--- src/pkg/step_seq_pkg.sv ---
// Constants and types for the stepped-sine sequencer
package step_seq_pkg;
    // ------------------------------------------------------------
    // Sequence geometry
    // ------------------------------------------------------------
    localparam int unsigned STEP_COUNT = 10;
    localparam logic [3:0] STEP_FIRST = 4'h0;
    localparam logic [3:0] STEP_LAST = 4'h9;
    localparam int unsigned SEL_COUNT = 6;
    localparam logic [5:0] SEL_RESET = 6'h00;
    // ------------------------------------------------------------
    // Clock and step clock range
    // ------------------------------------------------------------
    localparam int unsigned CLK_HZ = 50000000;
    localparam int unsigned STEP_CLK_MIN_HZ = 100;
    localparam int unsigned STEP_CLK_MAX_HZ = 4000;
    // ------------------------------------------------------------
    // Level codes: sign and magnitude index (0.42, 1.16, 1.397)
    // ------------------------------------------------------------
    localparam logic [1:0] MAG_LOW = 2'h1;
    localparam logic [1:0] MAG_MID = 2'h2;
    localparam logic [1:0] MAG_PEAK = 2'h3;
endpackage

--- src/core/step_sequencer.sv ---
// Ten-step stepped-sine switch sequencer
// Contract
// - Step counter advances 0..9 ascending on each rising step clock edge, then wraps.
// - Hold input high clears the counter to step 0 and keeps it there; low lets it run.
// - Carry output pulses once per ten-step cycle.
// - Select outputs are registered on the same step clock as the counter.
// - Decode is rotated one step to cancel the output register delay.
// - Steps select +0.42,+1.16,+1.397,+1.16,+0.42 then the negatives.
// - Exactly one of six selects active from the first step on (none after reset); order 1,4,5,4,1,2,0,3,0,2.
// - Switching timed from the step clock to align zero crossings.
module step_sequencer
    import step_seq_pkg::*;
(
    input wire logic clk,
    input wire logic rst,
    input wire logic step_clk,
    input wire logic seq_hold,
    output logic [5:0] sel,
    output logic [1:0] level_mag,
    output logic level_neg,
    output logic carry,
    output logic step_tick
);
    // ------------------------------------------------------------
    // State
    // ------------------------------------------------------------
    typedef struct packed {
        logic [2:0] sclk_sync;
        logic [1:0] hold_sync;
        logic [3:0] cnt;
        logic [5:0] sel;
        logic [1:0] mag;
        logic neg;
        logic carry;
        logic tick;
    } state_t;

    state_t s_q;
    state_t s_d;

    // One-hot select for a counter value, already rotated by one step
    function automatic logic [5:0] sel_decode(input logic [3:0] c);
        logic [3:0] nxt;
        nxt = (c == STEP_LAST) ? STEP_FIRST : c + 4'h1;
        case (nxt)
            4'h0, 4'h4: sel_decode = 6'h02;
            4'h1, 4'h3: sel_decode = 6'h10;
            4'h2: sel_decode = 6'h20;
            4'h5, 4'h9: sel_decode = 6'h04;
            4'h6, 4'h8: sel_decode = 6'h01;
            4'h7: sel_decode = 6'h08;
            default: sel_decode = SEL_RESET;
        endcase
    endfunction

    // Level for a counter value, rotated alike
    function automatic logic [2:0] lvl_decode(input logic [3:0] c);
        logic [3:0] nxt;
        nxt = (c == STEP_LAST) ? STEP_FIRST : c + 4'h1;
        case (nxt)
            4'h0, 4'h4: lvl_decode = {1'b0, MAG_LOW};
            4'h1, 4'h3: lvl_decode = {1'b0, MAG_MID};
            4'h2: lvl_decode = {1'b0, MAG_PEAK};
            4'h5, 4'h9: lvl_decode = {1'b1, MAG_LOW};
            4'h6, 4'h8: lvl_decode = {1'b1, MAG_MID};
            4'h7: lvl_decode = {1'b1, MAG_PEAK};
            default: lvl_decode = 3'h0;
        endcase
    endfunction

    // ------------------------------------------------------------
    // Next state
    // ------------------------------------------------------------
    logic edge_seen;
    logic [2:0] lv;

    always_comb begin
        s_d = s_q;
        lv = lvl_decode(s_q.cnt);
        s_d.sclk_sync = {s_q.sclk_sync[1:0], step_clk};
        s_d.hold_sync = {s_q.hold_sync[0], seq_hold};
        edge_seen = s_q.sclk_sync[1] & ~s_q.sclk_sync[2];
        s_d.carry = 1'b0;
        s_d.tick = 1'b0;
        if (s_q.hold_sync[1]) begin
            s_d.cnt = STEP_FIRST;
        end else if (edge_seen) begin
            s_d.tick = 1'b1;
            // Output register takes the decode of the old count
            s_d.sel = sel_decode(s_q.cnt);
            s_d.mag = lv[1:0];
            s_d.neg = lv[2];
            if (s_q.cnt == STEP_LAST) begin
                s_d.cnt = STEP_FIRST;
                s_d.carry = 1'b1;
            end else begin
                s_d.cnt = s_q.cnt + 4'h1;
            end
        end
    end

    always_ff @(posedge clk or posedge rst) begin
        if (rst) begin
            s_q <= '0;
        end else begin
            s_q <= s_d;
        end
    end

    assign sel = s_q.sel;
    assign level_mag = s_q.mag;
    assign level_neg = s_q.neg;
    assign carry = s_q.carry;
    assign step_tick = s_q.tick;

    // ------------------------------------------------------------
    // Checks
    // ------------------------------------------------------------
    property p_wrap;
        @(posedge clk) disable iff (rst)
        (edge_seen && !s_q.hold_sync[1] && s_q.cnt == STEP_LAST) |=> s_q.cnt == STEP_FIRST;
    endproperty
    a_wrap: assert property (p_wrap) else $error("counter did not wrap");

    property p_adv;
        @(posedge clk) disable iff (rst)
        (edge_seen && !s_q.hold_sync[1] && s_q.cnt < STEP_LAST)
            |=> s_q.cnt == $past(s_q.cnt) + 4'h1;
    endproperty
    a_adv: assert property (p_adv) else $error("counter did not advance");

    property p_hold;
        @(posedge clk) disable iff (rst)
        s_q.hold_sync[1] |=> s_q.cnt == STEP_FIRST && $stable(sel);
    endproperty
    a_hold: assert property (p_hold) else $error("hold did not stop counter");

    property p_carry;
        @(posedge clk) disable iff (rst)
        carry |-> $past(s_q.cnt) == STEP_LAST && s_q.cnt == STEP_FIRST;
    endproperty
    a_carry: assert property (p_carry) else $error("carry at wrong step");

    property p_onehot;
        @(posedge clk) disable iff (rst)
        step_tick |-> $onehot(sel);
    endproperty
    a_onehot: assert property (p_onehot) else $error("select not one-hot");

    property p_rot;
        @(posedge clk) disable iff (rst)
        (step_tick && s_q.cnt == 4'h3) |-> sel == 6'h10 && level_mag == MAG_MID && !level_neg;
    endproperty
    a_rot: assert property (p_rot) else $error("rotated decode wrong");

    property p_peak;
        @(posedge clk) disable iff (rst)
        (step_tick && s_q.cnt == 4'h7) |-> sel == 6'h08 && level_mag == MAG_PEAK && level_neg;
    endproperty
    a_peak: assert property (p_peak) else $error("negative peak wrong");

    property p_reg;
        @(posedge clk) disable iff (rst)
        !step_tick |-> $stable(sel);
    endproperty
    a_reg: assert property (p_reg) else $error("select changed off edge");

    property p_carry_due;
        @(posedge clk) disable iff (rst)
        (edge_seen && !s_q.hold_sync[1] && s_q.cnt == STEP_LAST) |=> carry;
    endproperty
    a_carry_due: assert property (p_carry_due) else $error("carry missing on wrap");

    property p_carry_tick;
        @(posedge clk) disable iff (rst)
        carry |-> step_tick;
    endproperty
    a_carry_tick: assert property (p_carry_tick) else $error("carry without step");

    property p_tick_due;
        @(posedge clk) disable iff (rst)
        (edge_seen && !s_q.hold_sync[1]) |=> step_tick;
    endproperty
    a_tick_due: assert property (p_tick_due) else $error("step edge not taken");

    property p_hold_quiet;
        @(posedge clk) disable iff (rst)
        s_q.hold_sync[1] |=> !step_tick && !carry;
    endproperty
    a_hold_quiet: assert property (p_hold_quiet) else $error("step taken during hold");

    property p_range;
        @(posedge clk) disable iff (rst)
        s_q.cnt <= STEP_LAST;
    endproperty
    a_range: assert property (p_range) else $error("counter out of range");

    property p_step0;
        @(posedge clk) disable iff (rst)
        (step_tick && s_q.cnt == 4'h0) |-> sel == 6'h02 && level_mag == MAG_LOW && !level_neg;
    endproperty
    a_step0: assert property (p_step0) else $error("first step wrong");

    property p_step2;
        @(posedge clk) disable iff (rst)
        (step_tick && s_q.cnt == 4'h2) |-> sel == 6'h20 && level_mag == MAG_PEAK && !level_neg;
    endproperty
    a_step2: assert property (p_step2) else $error("positive peak wrong");

    property p_step5;
        @(posedge clk) disable iff (rst)
        (step_tick && s_q.cnt == 4'h5) |-> sel == 6'h04 && level_mag == MAG_LOW && level_neg;
    endproperty
    a_step5: assert property (p_step5) else $error("first negative step wrong");

    property p_step6;
        @(posedge clk) disable iff (rst)
        (step_tick && s_q.cnt == 4'h6) |-> sel == 6'h01 && level_mag == MAG_MID && level_neg;
    endproperty
    a_step6: assert property (p_step6) else $error("negative mid step wrong");
endmodule

--- config.mk ---
export PLATFORM = sky130hd
export DESIGN_NAME = step_sequencer
export DESIGN_NICKNAME = d
export VERILOG_FILES = /design/src/pkg/step_seq_pkg.sv /design/src/core/step_sequencer.sv
export SDC_FILE = /design/constraint.sdc
export NUM_CORES = 1
export LEC_CHECK = 0
export ABC_CLOCK_PERIOD_IN_PS = 1900
export BUFFER_PORTS_ARGS = -buffer_cell sky130_fd_sc_hd__buf_2
export CORE_UTILIZATION = 38
export CTS_BUF_LIST = sky130_fd_sc_hd__clkbuf_16
export CTS_CLUSTER_SIZE = 28
export DETAILED_ROUTE_END_ITERATION = 7
export SYNTH_ARGS = -nofsm -noshare
export SYNTH_HDL_FRONTEND = slang
export SYNTH_SLANG_ARGS = --single-unit
--- constraint.sdc ---
create_clock -name clk -period 1.9 [get_ports clk]
set_input_delay 0.285 -clock clk [delete_from_list [all_inputs] [get_ports clk]]
set_output_delay 0.285 -clock clk [all_outputs]
set_load 0.05 [all_outputs]
==> parameters.txt <==
Parameter                              Value

Power
  Clock group share of total power    36.8%
  Cell internal power dissipation    0.000806 W
  Sw Share    approximately 30%
  Maximum VDD drop    0.000772 V
  Total power divided by cell area    959 mW/mm2
  Leakage power summed over all cells    roughly 0.54 nW
  Pwr Total    0.00114 W
  Fraction of power consumed by combinational cells    roughly a fifth
  Power share of the sequential group    42.7%
  Net switching power figure    0.000334 W

Yosys
  Syn Area/Cell    slightly below 10 um2
  Total nets after synthesis    117
  Gate count after technology mapping    109
  Seq/Total Area, Yosys    47.1%
  Flip-flop and latch count after synthesis    20
  Warnings, synthesis    0
  Post-synth cell types    30
  Post-synthesis instance area    0.00106 mm2

Worst setup path
  CP startpoint kind    flip-flop
  Worst reg-to-reg path cell count    7
  Type of destination of the critical path    flip-flop
  Last element of the critical path    level_mag[0]$_DFFE_PP0P_
  Crit path kind    reg -> reg
  Arrival time at the worst endpoint    1910 ps
  Maximum fanout along the worst path    9
  Required time at the endpoint of the critical path    2070 ps
  CP startpoint    s_q[11]$_DFFE_PP0P_
  FF-to-FF setup slack    160 ps
  Crit Reg-Reg Startpoint    s_q[11]$_DFFE_PP0P_
  Worst r2r dst    level_mag[0]$_DFFE_PP0P_

Place
  Cells after DPL    around 150
  Placed standard-cell area    0.00111 mm2
  GP Congestion    ~0.86
  Port Buf Inserts    14

GRT
  Total global-route track usage    14.8%
  Initial antenna violation count    0
  First-pass GRT wire length    3180 um
  Vias in the first global route    739
  Pin count of the biggest net entering global routing    21
  Residual overflow from global routing    0

Floorplanning
  Die extent in y    54.9 um
  # IOs    15
  Std-Cell Core Area    0.00257 mm2
  Die width    54.9 um
  Effective utilization at floorplan    41.4%
  Die area    0.00301 mm2
  Std cell rows    18

Clock network
  TritonCTS clock tree    yes
  H-tree level count    1
  Number of buffers added by the clock tree synthesis step    3
  Max Buffers Root-to-Sink    2
  Post-CTS sizing    0
  Root buffer cell    sky130_fd_sc_hd__clkbuf_16
  Number of hold-repair buffers added at the cts stage    0
  Worst skew pair latency    250 ps
  CTS Sinks    20
  Count of buffers added by post-CTS timing repair for setup    0
  Clock-pin slew on the worst setup and hold paths    50 ps

Finish
  Most common cell after layout, fill and taps aside    sky130_fd_sc_hd__dfrtp_1
  Area Overhead vs Synth    11.9%
  Most frequent cells in the layout    19 x sky130_fd_sc_hd__dfrtp_1, 14 x sky130_fd_sc_hd__buf_2, 11 x sky130_fd_sc_hd__nand2_1, 11 x sky130_fd_sc_hd__nor2_1, 6 x sky130_fd_sc_hd__a21oi_1
  Share of cells above drive strength 1    between 20% and 30%
  Register Area    502 um2
  Post-route cell area    around 0.0012 mm2
  Area of the multi-input gates    448 um2
  Count of placed standard cells in the final layout, fillers left out    between 100 and 150
  Count of fill cells added during filler insertion    255
  Inserted Diodes    0
  Number of nets in the final layout    around 130

Detailed routing
  Via-to-Cell Ratio    5.15
  Remaining antenna violation count    0
  Residual DRC count    0
  Overall via count from detail_route    768
  Detail-routed net length per standard cell    12.2 um
  DRT iter0 DRCs    19
  Total Routed Length    1830 um
  First-pass DRT Iterations    4

STA
  Final setup vio count    0
  Transition time at the pin with the least slew margin    approximately 740 ps
  Clk_skew    0.670 ps
  Unrepaired setup endpoints after global routing    false
  Minimum clock period    1740 ps
  Peak Freq    approximately 570 MHz
  Final count of hold timing violations    0
  Worst slew margin relative to its limit    between 50% and 60%
  Setup_tns    0 ps
  Tcrit/Tclk final    approximately 90%
  Worst hold margin    ~140 ps
  Number of slew-limit violations in the final report    0

Min path
  Classification of the worst-slack hold path    in -> reg

Outcome
  Outcome    finished clean

Run
  Number of max-cap violations    0
[critical path: stages (launching register included)]
cell                       delay (ps)
sky130_fd_sc_hd__dfrtp_1          460
sky130_fd_sc_hd__inv_1            170
sky130_fd_sc_hd__ha_1             240
sky130_fd_sc_hd__nand2b_1         150
sky130_fd_sc_hd__a211oi_1          80
sky130_fd_sc_hd__o31ai_1          340
sky130_fd_sc_hd__nand2_1           90
sky130_fd_sc_hd__a21oi_1          140
[kinds of logic (layout without fill, tap and decap cells)]
family	after synthesis	count (layout)	share of synthesized area, %
flops	20	20	47.1
buf+inv	17	27	11.0
xor+xnor	2	2	1.65
compound gates	24	24	14.7
fa+ha+maj	4	4	4.71
simple gates	42	42	20.8
[registers in the layout, indices dropped and copies added, names as in the netlist]
register,count
level_neg,1
s_q,6
level_mag,2
s_d,3
carry,1
step_tick,1
sel,6
[metal layers]
| layer | track usage, % | vias up | share of wire (%) | wire, um |
|---|---|---|---|---|
| li1 | - | 392 | - | - |
| met1 | 19.3 | 360 | 49 | 896 |
| met2 | 23.3 | 16 | 47 | 850 |
| met3 | 5.00 | 0 | 4.3 | 79 |
| met4 | 3.85 | 0 | 0 | 0 |
| met5 | 0 | - | 0 | 0 |
[Yosys cell counts]
cell type	number	area share, %
sky130_fd_sc_hd__inv_1	4	1.4
sky130_fd_sc_hd__nor2b_1	3	1.8
sky130_fd_sc_hd__nor2_1	11	3.9
sky130_fd_sc_hd__or3_1	1	0.59
sky130_fd_sc_hd__buf_4	10	7.1
sky130_fd_sc_hd__xor2_1	1	0.82
sky130_fd_sc_hd__nand2_1	11	3.9
sky130_fd_sc_hd__ha_1	4	4.7
sky130_fd_sc_hd__buf_6	2	2.1
sky130_fd_sc_hd__nor3_1	5	2.4
sky130_fd_sc_hd__o21ai_1	3	1.4
sky130_fd_sc_hd__a21oi_1	6	2.8
sky130_fd_sc_hd__dfrtp_1	20	47
sky130_fd_sc_hd__nand3_4	1	1.6
sky130_fd_sc_hd__nor4b_1	1	0.82
sky130_fd_sc_hd__clkbuf_1	1	0.35
sky130_fd_sc_hd__nand4b_1	1	0.82
sky130_fd_sc_hd__o21a_1	1	0.71
sky130_fd_sc_hd__nand3_2	1	0.94
sky130_fd_sc_hd__o21ai_2	1	0.82
sky130_fd_sc_hd__nand3_1	1	0.47
sky130_fd_sc_hd__xnor2_1	1	0.82
sky130_fd_sc_hd__nand2b_1	5	2.9
sky130_fd_sc_hd__and2b_1	1	0.71
sky130_fd_sc_hd__a31oi_1	4	2.4
sky130_fd_sc_hd__o31ai_1	3	2.1
sky130_fd_sc_hd__o41ai_1	1	0.82
sky130_fd_sc_hd__a211oi_1	3	2.1
sky130_fd_sc_hd__o211ai_1	1	0.71
sky130_fd_sc_hd__o221ai_1	1	0.82
[area by class of cell]
| class | count | area share, % |
|---|---|---|
| Clock buffer | 3 | 6.32 |
| Clock inverter | 1 | 0.316 |
| Inverter | 4 | 1.26 |
| Multi-Input combinational cell | 72 | 37.7 |
| Sequential cell | 20 | 42.2 |
| Tap cell | 30 | 3.16 |
| Timing Repair Buffer | 19 | 9.05 |
[stage by stage]
stage               worst slack [ps]  util (%)
global placement                 168      43.1
CTS                             71.0      46.2
global route                    5.03      46.3
floorplan                        265         -
detailed placement               124      43.1
finish                           158      46.3
[how the worst min path moves through the flow]
| stage | end | cells past startpoint | startpoint | slack (ps) |
|---|---|---|---|---|
| finish | s_d[16]$_DFF_PP0_ | 1 | seq_hold | 140 |
| global route | s_d[18]$_DFF_PP0_ | 1 | step_clk | 140 |
| CTS | s_d[16]$_DFF_PP0_ | 1 | seq_hold | 140 |
| detailed placement | s_q[16]$_DFF_PP0_ | 0 | s_d[16]$_DFF_PP0_ | 340 |
| global placement | s_d[19]$_DFF_PP0_ | 0 | s_d[18]$_DFF_PP0_ | 340 |
| floorplan | carry$_DFF_PP0_ | 1 | rst | 250 |
[power by group through the flow]
stage / Sequential (W) / Combinational, W / Clock, W
floorplan: 0.000502 / 0.000208 / 0
global placement: 0.000493 / 0.000232 / 0
detailed placement: 0.000495 / 0.000233 / 0
CTS: 0.000487 / 0.000235 / 0.000436
global route: 0.000493 / 0.000254 / 0.000454
finish: 0.000487 / 0.000233 / 0.000420
Power figures use the tool's default switching activity.
